[src/shared/usm_pkg.sv]
// Constants shared by the special line mode serial block.
// Assumes a single 20 MHz clock and a plain register port.
package usm_pkg;
   // Register offsets
   localparam logic [7:0] CONTROL_REG_OFS = 8'h00;
   localparam logic [7:0] MODE_REG_OFS = 8'h04;
   localparam logic [7:0] CHANNEL_STATUS_REG_OFS = 8'h14;
   localparam logic [7:0] RECEIVE_HOLDING_REG_OFS = 8'h18;
   localparam logic [7:0] TRANSMIT_HOLDING_REG_OFS = 8'h1c;
   localparam logic [7:0] BAUD_REG_OFS = 8'h20;
   localparam logic [7:0] TIMEGUARD_REG_OFS = 8'h28;
   localparam logic [7:0] CARD_RATIO_REG_OFS = 8'h40;
   localparam logic [7:0] ERROR_COUNT_REG_OFS = 8'h44;
   localparam logic [7:0] DEMOD_FILTER_REG_OFS = 8'h4c;
   // Control register bit positions
   localparam int CTL_CLR_PARITY_BIT = 8;
   localparam int CTL_RX_ENABLE_BIT = 4;
   localparam int CTL_RX_DISABLE_BIT = 5;
   localparam int CTL_TX_ENABLE_BIT = 6;
   localparam int CTL_TX_DISABLE_BIT = 7;
   localparam int CTL_CLEAR_REPEAT_FLAG_BIT = 13;
   localparam int CTL_CLEAR_INHIBIT_FLAG_BIT = 14;
   // Mode register field positions
   localparam int MODE_LINE_LSB = 0;
   localparam int MODE_PARITY_EN_BIT = 9;
   localparam int MODE_CHANNEL_LSB = 14;
   localparam int MODE_SUPPRESS_ERROR_SIGNAL_BIT = 20;
   localparam int MODE_LIMIT_SUCCESSIVE_ERRORS_BIT = 21;
   localparam int MODE_REPEAT_LIMIT_LSB = 24;
   // Channel status register bit positions
   localparam int STS_RX_AVAIL_BIT = 0;
   localparam int STS_TX_READY_BIT = 1;
   localparam int STS_PARITY_ERROR_BIT = 7;
   localparam int STS_TX_IDLE_BIT = 9;
   localparam int STS_REPEAT_FLAG_BIT = 10;
   localparam int STS_INHIBIT_FLAG_BIT = 13;
   // Line mode codes
   localparam logic [3:0] LINE_NORMAL = 4'h0;
   localparam logic [3:0] LINE_DRIVER = 4'h1;
   localparam logic [3:0] LINE_CARD_CHAR = 4'h4;
   localparam logic [3:0] LINE_CARD_BLOCK = 4'h5;
   localparam logic [3:0] LINE_INFRARED = 4'h8;
   // Channel mode codes
   localparam logic [1:0] CHAN_NORMAL = 2'h0;
   localparam logic [1:0] CHAN_ECHO = 2'h1;
   // Reset values
   localparam logic [10:0] CARD_RATIO_RESET = 11'h174;
   localparam logic [15:0] BAUD_RESET = 16'h0000;
   // Bit timing in divider ticks, and the error count limit
   localparam logic [3:0] TICK_SAMPLE = 4'h7;
   localparam logic [3:0] TICK_LAST = 4'hf;
   localparam logic [3:0] PULSE_TICKS = 4'h3;
   localparam logic [7:0] ERROR_COUNT_MAX = 8'hff;
   localparam logic [4:0] DEMOD_LOW_TICKS = 5'h10;
endpackage

[src/verilog/usm_baud_div.sv]
// Baud divider: one-cycle tick at sixteen times the bit rate.
// Assumes divisor zero stops the ticks.
`timescale 1ns/1ps
module usm_baud_div #(
   parameter int WIDTH = 16
) (
   // Clock and reset
   input wire logic clock,
   input wire logic srst,
   // Divisor and tick
   input wire logic [WIDTH-1:0] divisor,
   output logic tick
);
   logic [WIDTH-1:0] count;

   always_ff @(posedge clock) begin
      if (srst || divisor == '0) begin
         count <= '0;
         tick <= 1'b0;
      end else if (count >= divisor - 1'b1) begin
         count <= '0;
         tick <= 1'b1;
      end else begin
         count <= count + 1'b1;
         tick <= 1'b0;
      end
   end
endmodule

[src/verilog/usm_ir_demod.sv]
// Infrared demodulator filter with an 8-bit down counter.
// Assumes rxIn is already synchronised to clock.
`timescale 1ns/1ps
module usm_ir_demod
   import usm_pkg::*;
(
   // Clock and reset
   input wire logic clock,
   input wire logic srst,
   // Settings and bit tick
   input wire logic [7:0] filterValue,
   input wire logic tick,
   // Line
   input wire logic rxIn,
   output logic rxOut
);
   logic rxPrev;
   logic running;
   logic [7:0] count;
   logic [4:0] lowTicks;

   always_ff @(posedge clock) begin
      if (srst) begin
         rxPrev <= 1'b1;
      end else begin
         rxPrev <= rxIn;
      end
   end

   always_ff @(posedge clock) begin
      if (srst) begin
         running <= 1'b0;
         count <= 8'h00;
      end else if (!running && rxPrev && !rxIn) begin
         running <= 1'b1;
         count <= filterValue;
      end else if (running && !rxPrev && rxIn) begin
         running <= 1'b0;
         count <= filterValue;
      end else if (running && count == 8'h00) begin
         running <= 1'b0;
         count <= filterValue;
      end else if (running) begin
         count <= count - 8'h01;
      end
   end

   // Receiver input held low for one bit time
   always_ff @(posedge clock) begin
      if (srst) begin
         lowTicks <= 5'h00;
         rxOut <= 1'b1;
      end else if (running && count == 8'h00 && !(!rxPrev && rxIn)) begin
         lowTicks <= DEMOD_LOW_TICKS;
         rxOut <= 1'b0;
      end else if (lowTicks != 5'h00) begin
         if (tick) begin
            lowTicks <= lowTicks - 5'h01;
         end
         rxOut <= 1'b0;
      end else begin
         rxOut <= 1'b1;
      end
   end
endmodule

[src/verilog/usm_core.sv]
// Serial transceiver with smart-card, infrared, line-driver and echo modes.
// Assumes a 20 MHz clock, a plain register port and a half-duplex data pin.
//
// Our own choices: strobed register access and the register addresses.
`timescale 1ns/1ps
module usm_core
   import usm_pkg::*;
(
   // Clock and reset
   input wire logic clock,
   input wire logic srst,
   // Register port
   input wire logic [7:0] regAddr,
   input wire logic [31:0] regWrData,
   input wire logic regWrite,
   input wire logic regRead,
   output logic [31:0] regRdData,
   // Line pins
   input wire logic rxPin,
   output logic txPinOut,
   output logic txPinOe,
   output logic rtsPin
);
   typedef enum logic [2:0] {
      USM_RX_IDLE = 3'b000, USM_RX_START = 3'b001, USM_RX_DATA = 3'b010,
      USM_RX_PARITY = 3'b011, USM_RX_GUARD = 3'b100, USM_RX_EXTRA = 3'b101
   } usm_rx_state_type;
   typedef enum logic [2:0] {
      USM_TX_IDLE = 3'b000, USM_TX_START = 3'b001, USM_TX_DATA = 3'b010,
      USM_TX_PARITY = 3'b011, USM_TX_GUARD = 3'b100, USM_TX_EXTRA = 3'b101,
      USM_TX_TGUARD = 3'b110
   } usm_tx_state_type;

   // Saturating increment of the error count
   function automatic logic [7:0] sat_inc(input logic [7:0] value);
      sat_inc = (value == ERROR_COUNT_MAX) ? value : value + 8'h01;
   endfunction

   // Registers
   logic [31:0] mode_register;
   logic [15:0] baudDivisor;
   logic [7:0] timeguard;
   logic [10:0] card_clock_ratio_field;
   logic [7:0] demod_filter_register;
   logic [7:0] error_count_field;
   logic [7:0] receive_holding_register;
   logic [7:0] txHolding;
   logic txHoldFull;
   logic receive_char_available;
   logic parity_error_flag;
   logic repeatFlag;
   logic inhibitFlag;
   logic rxEnabled;
   logic txEnabled;

   // Mode decode
   logic [3:0] lineMode;
   logic [1:0] channelMode;
   logic [2:0] repeatLimit;
   logic cardChar;
   logic cardMode;
   logic parityOn;
   logic infrared;
   assign lineMode = mode_register[MODE_LINE_LSB +: 4];
   assign channelMode = mode_register[MODE_CHANNEL_LSB +: 2];
   assign repeatLimit = mode_register[MODE_REPEAT_LIMIT_LSB +: 3];
   assign cardChar = (lineMode == LINE_CARD_CHAR);
   assign cardMode = cardChar || (lineMode == LINE_CARD_BLOCK);
   assign parityOn = cardMode || mode_register[MODE_PARITY_EN_BIT];
   assign infrared = (lineMode == LINE_INFRARED);

   // Register port strobes
   logic wrCtl;
   logic rdHolding;
   logic rdErrors;
   assign wrCtl = regWrite && regAddr == CONTROL_REG_OFS;
   assign rdHolding = regRead && regAddr == RECEIVE_HOLDING_REG_OFS;
   assign rdErrors = regRead && regAddr == ERROR_COUNT_REG_OFS;

   // Receive pin synchroniser
   logic rxMeta;
   logic rxSync;
   always_ff @(posedge clock) begin
      if (srst) begin
         rxMeta <= 1'b1;
         rxSync <= 1'b1;
      end else begin
         rxMeta <= rxPin;
         rxSync <= rxMeta;
      end
   end

   logic tick;
   usm_baud_div #(.WIDTH(16)) baudDiv (
      .clock(clock),
      .srst(srst),
      .divisor(baudDivisor),
      .tick(tick)
   );

   logic demodOut;
   usm_ir_demod irDemod (
      .clock(clock),
      .srst(srst),
      .filterValue(demod_filter_register),
      .tick(tick),
      .rxIn(rxSync),
      .rxOut(demodOut)
   );

   logic rxLine;
   assign rxLine = infrared ? demodOut : rxSync;

   // Configuration registers
   always_ff @(posedge clock) begin
      if (srst) begin
         mode_register <= 32'h00000000;
         baudDivisor <= BAUD_RESET;
         timeguard <= 8'h00;
         card_clock_ratio_field <= CARD_RATIO_RESET;
         demod_filter_register <= 8'h00;
      end else if (regWrite) begin
         case (regAddr)
            MODE_REG_OFS: mode_register <= regWrData;
            BAUD_REG_OFS: baudDivisor <= regWrData[15:0];
            TIMEGUARD_REG_OFS: timeguard <= regWrData[7:0];
            CARD_RATIO_REG_OFS: card_clock_ratio_field <= regWrData[10:0];
            DEMOD_FILTER_REG_OFS: demod_filter_register <= regWrData[7:0];
            default: ;
         endcase
      end
   end

   // Enables
   always_ff @(posedge clock) begin
      if (srst) begin
         rxEnabled <= 1'b0;
         txEnabled <= 1'b0;
      end else if (wrCtl) begin
         if (regWrData[CTL_RX_DISABLE_BIT]) begin
            rxEnabled <= 1'b0;
         end else if (regWrData[CTL_RX_ENABLE_BIT]) begin
            rxEnabled <= 1'b1;
         end
         if (regWrData[CTL_TX_DISABLE_BIT]) begin
            txEnabled <= 1'b0;
         end else if (regWrData[CTL_TX_ENABLE_BIT]) begin
            txEnabled <= 1'b1;
         end
      end
   end

   // Receiver
   usm_rx_state_type rxState;
   logic [3:0] rxTick;
   logic [2:0] rxBit;
   logic [7:0] rxShift;
   logic [2:0] nackCount;
   logic rxNack;
   logic rxDone;
   logic rxBad;
   logic rxLimit;
   logic rxAccept;
   logic rxSignal;
   logic rxSample;
   logic rxEdge;
   assign rxSample = tick && rxTick == TICK_SAMPLE;
   assign rxEdge = tick && rxTick == TICK_LAST;
   assign rxDone = rxState == USM_RX_PARITY && rxSample;
   assign rxBad = rxDone && (rxLine != ^rxShift);
   assign rxLimit = cardChar && mode_register[MODE_LIMIT_SUCCESSIVE_ERRORS_BIT] && nackCount == repeatLimit;
   assign rxSignal = rxBad && cardChar && !mode_register[MODE_SUPPRESS_ERROR_SIGNAL_BIT] && !rxLimit;
   assign rxAccept = (rxDone && !rxSignal) || (!parityOn && rxState == USM_RX_GUARD && rxSample);

   always_ff @(posedge clock) begin
      if (srst || !rxEnabled) begin
         rxState <= USM_RX_IDLE;
         rxTick <= 4'h0;
         rxBit <= 3'h0;
         rxShift <= 8'h00;
      end else begin
         rxTick <= (rxState == USM_RX_IDLE) ? 4'h0 : rxTick + {3'h0, tick};
         case (rxState)
            USM_RX_IDLE: begin
               if (!rxLine) begin
                  rxState <= USM_RX_START;
               end
            end
            USM_RX_START: begin
               if (rxSample && rxLine) begin
                  rxState <= USM_RX_IDLE;
               end else if (rxEdge) begin
                  rxState <= USM_RX_DATA;
                  rxBit <= 3'h0;
               end
            end
            USM_RX_DATA: begin
               if (rxSample) begin
                  rxShift <= {rxLine, rxShift[7:1]};
               end
               if (rxEdge) begin
                  rxBit <= rxBit + 3'h1;
                  if (rxBit == 3'h7) begin
                     rxState <= parityOn ? USM_RX_PARITY : USM_RX_GUARD;
                  end
               end
            end
            USM_RX_PARITY: begin
               if (rxEdge) begin
                  rxState <= USM_RX_GUARD;
               end
            end
            USM_RX_GUARD: begin
               if (rxEdge) begin
                  rxState <= rxNack ? USM_RX_EXTRA : USM_RX_IDLE;
               end
            end
            USM_RX_EXTRA: begin
               if (rxEdge) begin
                  rxState <= USM_RX_IDLE;
               end
            end
            default: rxState <= USM_RX_IDLE;
         endcase
      end
   end

   // Error signal request and successive error count
   always_ff @(posedge clock) begin
      if (srst || !rxEnabled) begin
         rxNack <= 1'b0;
         nackCount <= 3'h0;
      end else if (rxDone) begin
         rxNack <= rxSignal;
         nackCount <= rxSignal ? nackCount + 3'h1 : 3'h0;
      end else if (rxState == USM_RX_IDLE) begin
         rxNack <= 1'b0;
      end
   end

   // Receive holding register and flags
   always_ff @(posedge clock) begin
      if (srst) begin
         receive_holding_register <= 8'h00;
         receive_char_available <= 1'b0;
      end else begin
         if (rxAccept) begin
            receive_holding_register <= rxShift;
         end
         if (rxAccept && !(rxBad && cardChar && mode_register[MODE_SUPPRESS_ERROR_SIGNAL_BIT])) begin
            receive_char_available <= 1'b1;
         end else if (rdHolding) begin
            receive_char_available <= 1'b0;
         end
      end
   end

   always_ff @(posedge clock) begin
      if (srst) begin
         error_count_field <= 8'h00;
      end else if (rxBad) begin
         error_count_field <= rdErrors ? 8'h01 : sat_inc(error_count_field);
      end else if (rdErrors) begin
         error_count_field <= 8'h00;
      end
   end

   always_ff @(posedge clock) begin
      if (srst) begin
         parity_error_flag <= 1'b0;
      end else if (rxBad && !cardChar) begin
         parity_error_flag <= 1'b1;
      end else if (wrCtl && regWrData[CTL_CLR_PARITY_BIT]) begin
         parity_error_flag <= 1'b0;
      end
   end

   always_ff @(posedge clock) begin
      if (srst) begin
         inhibitFlag <= 1'b0;
      end else if (rxBad && cardChar && mode_register[MODE_SUPPRESS_ERROR_SIGNAL_BIT]) begin
         inhibitFlag <= 1'b1;
      end else if (wrCtl && regWrData[CTL_CLEAR_INHIBIT_FLAG_BIT]) begin
         inhibitFlag <= 1'b0;
      end
   end

   // Transmitter
   usm_tx_state_type txState;
   logic [3:0] txTick;
   logic [2:0] txBit;
   logic [7:0] txShift;
   logic [7:0] txData;
   logic [2:0] iteration;
   logic [7:0] tgCount;
   logic txNackSeen;
   logic txLevel;
   logic txDrive;
   logic txSample;
   logic txEdge;
   logic txRepeatHit;
   logic transmitter_idle_flag;
   assign txSample = tick && txTick == TICK_SAMPLE;
   assign txEdge = tick && txTick == TICK_LAST;
   assign transmitter_idle_flag = txState == USM_TX_IDLE && !txHoldFull;
   assign txRepeatHit = txState == USM_TX_GUARD && txEdge && txBit == 3'h1 && cardChar && txNackSeen
      && repeatLimit != 3'h0 && iteration + 3'h1 == repeatLimit;

   always_ff @(posedge clock) begin
      if (srst) begin
         txHolding <= 8'h00;
         txHoldFull <= 1'b0;
      end else if (regWrite && regAddr == TRANSMIT_HOLDING_REG_OFS && !txHoldFull) begin
         txHolding <= regWrData[7:0];
         txHoldFull <= 1'b1;
      end else if (txState == USM_TX_IDLE && txEnabled && txHoldFull) begin
         txHoldFull <= 1'b0;
      end
   end

   always_ff @(posedge clock) begin
      if (srst || !txEnabled) begin
         txState <= USM_TX_IDLE;
         txTick <= 4'h0;
         txBit <= 3'h0;
         txShift <= 8'h00;
         txData <= 8'h00;
         iteration <= 3'h0;
         tgCount <= 8'h00;
         txNackSeen <= 1'b0;
         txLevel <= 1'b1;
         txDrive <= 1'b0;
      end else begin
         txTick <= (txState == USM_TX_IDLE) ? 4'h0 : txTick + {3'h0, tick};
         case (txState)
            USM_TX_IDLE: begin
               txLevel <= 1'b1;
               txDrive <= 1'b0;
               if (txHoldFull) begin
                  txData <= txHolding;
                  txShift <= txHolding;
                  txState <= USM_TX_START;
                  txLevel <= 1'b0;
                  txDrive <= 1'b1;
               end
            end
            USM_TX_START: begin
               if (txEdge) begin
                  txState <= USM_TX_DATA;
                  txBit <= 3'h0;
                  txLevel <= txShift[0];
               end
            end
            USM_TX_DATA: begin
               if (txEdge) begin
                  txBit <= txBit + 3'h1;
                  txShift <= {1'b0, txShift[7:1]};
                  if (txBit == 3'h7) begin
                     txState <= parityOn ? USM_TX_PARITY : USM_TX_GUARD;
                     txLevel <= parityOn ? ^txData : 1'b1;
                     txDrive <= parityOn || !cardMode;
                     txBit <= 3'h0;
                  end else begin
                     txLevel <= txShift[1];
                  end
               end
            end
            USM_TX_PARITY: begin
               if (txEdge) begin
                  txState <= USM_TX_GUARD;
                  txLevel <= 1'b1;
                  txDrive <= !cardMode;
                  txNackSeen <= 1'b0;
               end
            end
            USM_TX_GUARD: begin
               if (txSample && txBit == 3'h0 && !rxSync) begin
                  txNackSeen <= 1'b1;
               end
               if (txEdge) begin
                  txBit <= txBit + 3'h1;
                  if (!cardChar || txBit == 3'h1) begin
                     txBit <= 3'h0;
                     if (cardChar && txNackSeen && iteration < repeatLimit) begin
                        iteration <= iteration + 3'h1;
                        txState <= USM_TX_EXTRA;
                     end else begin
                        iteration <= 3'h0;
                        tgCount <= timeguard;
                        txState <= (timeguard != 8'h00) ? USM_TX_TGUARD : USM_TX_IDLE;
                     end
                  end
               end
            end
            USM_TX_EXTRA: begin
               if (txEdge) begin
                  txShift <= txData;
                  txState <= USM_TX_START;
                  txLevel <= 1'b0;
                  txDrive <= 1'b1;
               end
            end
            USM_TX_TGUARD: begin
               if (txEdge) begin
                  tgCount <= tgCount - 8'h01;
                  if (tgCount == 8'h01) begin
                     txState <= USM_TX_IDLE;
                  end
               end
            end
            default: txState <= USM_TX_IDLE;
         endcase
      end
   end

   always_ff @(posedge clock) begin
      if (srst) begin
         repeatFlag <= 1'b0;
      end else if (txRepeatHit || (rxDone && rxBad && rxLimit)) begin
         repeatFlag <= 1'b1;
      end else if (wrCtl && regWrData[CTL_CLEAR_REPEAT_FLAG_BIT]) begin
         repeatFlag <= 1'b0;
      end
   end

   // Pin drive
   logic bitHigh;
   assign bitHigh = txTick < PULSE_TICKS;
   always_ff @(posedge clock) begin
      if (srst) begin
         txPinOut <= 1'b1;
         txPinOe <= 1'b1;
      end else if (channelMode == CHAN_ECHO) begin
         txPinOut <= rxSync;
         txPinOe <= 1'b1;
      end else if (rxNack && rxState == USM_RX_GUARD) begin
         txPinOut <= 1'b0;
         txPinOe <= 1'b1;
      end else if (infrared) begin
         txPinOut <= txState != USM_TX_IDLE && !txLevel && bitHigh;
         txPinOe <= 1'b1;
      end else begin
         txPinOut <= txLevel;
         txPinOe <= cardMode ? txDrive : 1'b1;
      end
   end

   always_ff @(posedge clock) begin
      if (srst) begin
         rtsPin <= 1'b0;
      end else begin
         rtsPin <= (lineMode == LINE_DRIVER) && !transmitter_idle_flag;
      end
   end

   // Read data, one cycle after the strobe
   always_ff @(posedge clock) begin
      if (srst) begin
         regRdData <= 32'h00000000;
      end else if (regRead) begin
         regRdData <= 32'h00000000;
         case (regAddr)
            MODE_REG_OFS: regRdData <= mode_register;
            CHANNEL_STATUS_REG_OFS: begin
               regRdData[STS_RX_AVAIL_BIT] <= receive_char_available;
               regRdData[STS_TX_READY_BIT] <= !txHoldFull;
               regRdData[STS_PARITY_ERROR_BIT] <= parity_error_flag;
               regRdData[STS_TX_IDLE_BIT] <= transmitter_idle_flag;
               regRdData[STS_REPEAT_FLAG_BIT] <= repeatFlag;
               regRdData[STS_INHIBIT_FLAG_BIT] <= inhibitFlag;
            end
            RECEIVE_HOLDING_REG_OFS: regRdData[7:0] <= receive_holding_register;
            BAUD_REG_OFS: regRdData[15:0] <= baudDivisor;
            TIMEGUARD_REG_OFS: regRdData[7:0] <= timeguard;
            CARD_RATIO_REG_OFS: regRdData[10:0] <= card_clock_ratio_field;
            ERROR_COUNT_REG_OFS: regRdData[7:0] <= error_count_field;
            DEMOD_FILTER_REG_OFS: regRdData[7:0] <= demod_filter_register;
            default: ;
         endcase
      end
   end
endmodule

[config.mk]
export PLATFORM = sky130hd
export DESIGN_NAME = usm_core
export DESIGN_NICKNAME = d
export VERILOG_FILES = /design/src/shared/usm_pkg.sv /design/src/verilog/usm_baud_div.sv /design/src/verilog/usm_ir_demod.sv /design/src/verilog/usm_core.sv
export SDC_FILE = /design/constraint.sdc
export NUM_CORES = 1
export LEC_CHECK = 0
export BUFFER_PORTS_ARGS = -buffer_cell sky130_fd_sc_hd__buf_2
export CELL_PAD_IN_SITES_DETAIL_PLACEMENT = 1
export CELL_PAD_IN_SITES_GLOBAL_PLACEMENT = 1
export CORE_MARGIN = 3
export CORE_UTILIZATION = 46
export DETAILED_ROUTE_END_ITERATION = 12
export PLACE_DENSITY_LB_ADDON = 0.1
export RECOVER_POWER = 100
export SLEW_MARGIN = 20
export SYNTH_ARGS = -nofsm -noshare
export SYNTH_HDL_FRONTEND = slang
export SYNTH_SLANG_ARGS = --single-unit
[constraint.sdc]
create_clock -name clock -period 3.9 [get_ports clock]
set_input_delay 0.39 -clock clock [delete_from_list [all_inputs] [get_ports clock]]
set_output_delay 0.39 -clock clock [all_outputs]
set_load 0.1 [all_outputs]
==> impl_metrics.yaml <==
global_routing:
  use_met3_pct: 3.690
  antenna_found_initial: 2
  grt_pass1_wl_um: 60870
  grt_use_met2_pct: 44.53
  use_met1_pct: 36.41
  grt_pass1_vias: 11110
  busiest_layer: "met2"
  grt_overflow: 0
  track_usage_pct: 26.63
  grt_max_degree: 68
logic_synthesis:
  synth_common_cells: "nand2_1, dfxtp_1, a21oi_1"
  yosysSeqAreaShare_pct: 40.26
  syn_area_per_cell_um2: 7.975
  synthTopCellsByArea: "dfxtp_1, nand2_1, a21oi_1"
  synth_seq_cells: 238
  synth_edf_count: 0
  ys_warn_count: 0
  synth_ff_type: "dfxtp_1"
  async_flop_share_pct: 0
  postSynthCellCount: 1484
  syn_area_mm2: 0.01184
  syn_nets: 1568
  synth_top_area_cell: "dfxtp_1"
  yosysMostFrequentCell: "nand2_1"
  synth_top_area_share_pct: 40.26
  synth_cell_types: 73
finish:
  fillers: 3130
  area.growth.synth_to_final_pct: 12.32
  nets: 1617
  layout-drive-gt1-share_pct: 7.300
floorplanning:
  die_x_um: 166.4
  start_util_pct: 46.86
  die_h_um: 166.4
  ioPinCount: 80
  core-area_mm2: 0.02525
  fp-row-count: 58
  die_area_mm2: 0.02769
routing:
  drtAntennaViolNets: 0
  drc: 0
  wl_per_cell_um: 20.40
  wirelength_um: 38400
  dr.pass1.iters: 5
  first_iter_violations: 936
  vias_per_cell: 5.925
  vias: 11150
pwr:
  combPwrFrac_pct: 4.0
  power_leakage_nw: 4.667
  net-switching-power_mw: 1.191
  p_total_mw: 5.159
  ir_worst_vdd_mv: 0.3178
  p_int_mw: 3.968
  seqPwrFrac_pct: 47.5
  swShare_pct: 23.08
  power_density_mw_per_mm2: 388.1
  power_frac_clock_pct: 48.5
setup_path:
  reg2reg_depth: 13
  r2r_end: "baudDiv.count[7]$_SDFF_PP0_"
  path_cells: "clkbuf_1 > nor4b_1 > and2_0 > clkbuf_1 > o31a_1 > o21ai_0 > a21oi_1"
  worstSetupEndpoint: "regRdData[6]$_SDFFE_PP0P_"
  cpPeakStageDelay_ps: 920
  crit_arrival_ps: 3770
  path_class: "in2reg"
  worst_path_most_repeated_cell: "clkbuf_1"
  cp_max_fo: 21
  startpoint_type: "input pin"
  crit_path_end_kind: "flip-flop"
  r2r_start: "baudDivisor[2]$_SDFFE_PP0P_"
  rrSetupSlack_ps: 640
  startpoint: "regAddr[3]"
  cp_slowest_cell: "nor4b_1"
  crit_required_ps: 4380
clocking:
  clk_pin_slew_ps: 60
  post_cts_buffers: 0
  root_buffer: "clkbuf_16"
  clk_latency_ps: 560
  clock_sinks: 238
  htreeDepth: 1
  ctsResizeCount: 0
  cts_hold_repair.buffers: 0
  cts_tree: "yes"
  cts_buffers: 27
  clockBufferDepth: 3
place:
  place.gp.congestion: 0.9406
  hpwl_um: 27570
  io_buffer_count: 79
sta:
  hold_viol: 0
  slew_headroom_pct: -87.72
  timing.fmax_mhz: 303.1
  rsz0062_at_grt: "no"
  fin_crit_ps: 3299
  worst_clock_skew_ps: 20.02
  slew_violations: 102
  fin_crit_sh_pct: 84.59
  setup_violations: 0
  tightest_slew_ps: 2816
  tns_ps: 0
status:
  failed_checks: "max-capacitance violations, max-slew violations"
  status: "complete, but fails checks"
run:
  drv_cap: 2
min_path:
  worstHoldPathType: "in2reg"
power groups by stage:
stage / clock network [mW] / logic [mW] / registers [mW]
6_report: 2.50 / 0.208 / 2.45
3_5_place_dp: 0 / 0.207 / 2.50
3_3_place_gp: 0 / 0.206 / 2.50
4_1_cts: 2.55 / 0.209 / 2.45
2_1_floorplan: 0 / 0.0977 / 2.52
5_1_grt: 2.65 / 0.222 / 2.45
cell type report:
class | instances | area [um2] | area share, %
clock inverters | 7 | 102.6 | 0.7718
repair buffers | 107 | 515.5 | 3.878
inverters | 29 | 108.9 | 0.8189
well taps | 330 | 412.9 | 3.106
flip-flops and latches | 238 | 4765 | 35.84
multi-input cells | 1130 | 6625 | 49.84
diodes | 4 | 10.01 | 0.07530
clock buffers | 37 | 753.2 | 5.666
stage by stage:
step / instance area [um2] / instances / hold WS (ps) / utilization (%) / setup WS (ps)
3_5_place_dp: 12540 / 1834 / 402.7 / 49.66 / 620.3
4_1_cts: 13400 / 1878 / 9.339 / 53.05 / 613.7
3_3_place_gp: 12540 / 1834 / 392.3 / 49.66 / 717.1
6_report: 13290 / 1882 / 26.67 / 52.64 / 601.1
5_1_grt: 13290 / 1880 / 22.91 / 52.62 / 304.6
2_1_floorplan: 11840 / 1484 / 389.5 / - / 787.6
registers in the layout, summed over array words and instances, names as in the netlist, 4 cells and up:
| name | cells |
|---|---|
| error_count_field | 8 |
| irDemod.lowTicks | 5 |
| regRdData | 32 |
| tgCount | 8 |
| card_clock_ratio_field | 11 |
| rxShift | 8 |
| timeguard | 8 |
| mode_register | 32 |
| irDemod.count | 8 |
| txTick | 4 |
| demod_filter_register | 8 |
| txData | 8 |
| receive_holding_register | 8 |
| txShift | 8 |
| txHolding | 8 |
| rxTick | 4 |
| baudDivisor | 16 |
| baudDiv.count | 16 |
how the worst min path moves through the flow:
stage                      startpoint                end  slack [ps]  depth (start not counted)
CTS                             rxPin  rxMeta$_SDFF_PP1_           9                          2
global route                    rxPin  rxMeta$_SDFF_PP1_          20                          2
global placement    rxMeta$_SDFF_PP1_  rxSync$_SDFF_PP1_         390                          1
floorplan           rxMeta$_SDFF_PP1_  rxSync$_SDFF_PP1_         390                          1
finish                          rxPin  rxMeta$_SDFF_PP1_          30                          2
detailed placement  rxMeta$_SDFF_PP1_  rxSync$_SDFF_PP1_         400                          1
critical path: cells and delay by family:
kind	cells	cell delay, ps
and+or+nand+nor	2	1330
buffers and inverters	2	1220
AOI/OAI and AO/OA	3	810
placed cells by master (no fill, tap or decap), types with 5 or more instances in the layout:
cell type,n
nand2_1,254
dfxtp_1,238
a21oi_1,161
nor2_1,135
nand3_1,63
o21ai_0,56
clkbuf_1,56
xnor2_1,42
buf_2,40
mux2i_1,39
ha_1,39
nor3_1,37
a22oi_1,31
inv_1,27
clkbuf_16,27
nor2b_1,21
xor2_1,19
o22ai_1,19
buf_4,17
nor4_1,16
nand4_1,14
nand2b_1,13
a211oi_1,13
and3_1,12
a31oi_1,11
nor3b_1,8
nor4b_1,8
or3_1,6
or2_2,6
a21o_1,6
a222oi_1,6
nand3b_1,5
o21a_1,5
cell families (layout without fill, tap and decap cells):
| group | after synthesis | count (layout) | share of synthesized area [%] |
|---|---|---|---|
| AND/OR/NAND/NOR | 625 | 625 | 24.76 |
| AO/OA/AOI/OAI | 361 | 361 | 18.60 |
| flip-flops | 238 | 238 | 40.26 |
| buffers and inverters | 116 | 180 | 3.721 |
| XOR/XNOR | 64 | 64 | 5.053 |
| multiplexers | 41 | 41 | 3.489 |
| adder cells (fa/ha/maj) | 39 | 39 | 4.123 |
| other | 0 | 4 | 0 |
layer usage:
metal	part of all wire [%]	vias to the layer above	wire length, um
li1	-	5353	-
met2	47	260	18190
met4	2.8	0	1066
met1	45	5473	17150
met5	0	-	0
met3	5.2	65	1995
No activity file was read; power rests on OpenSTA's default activity.
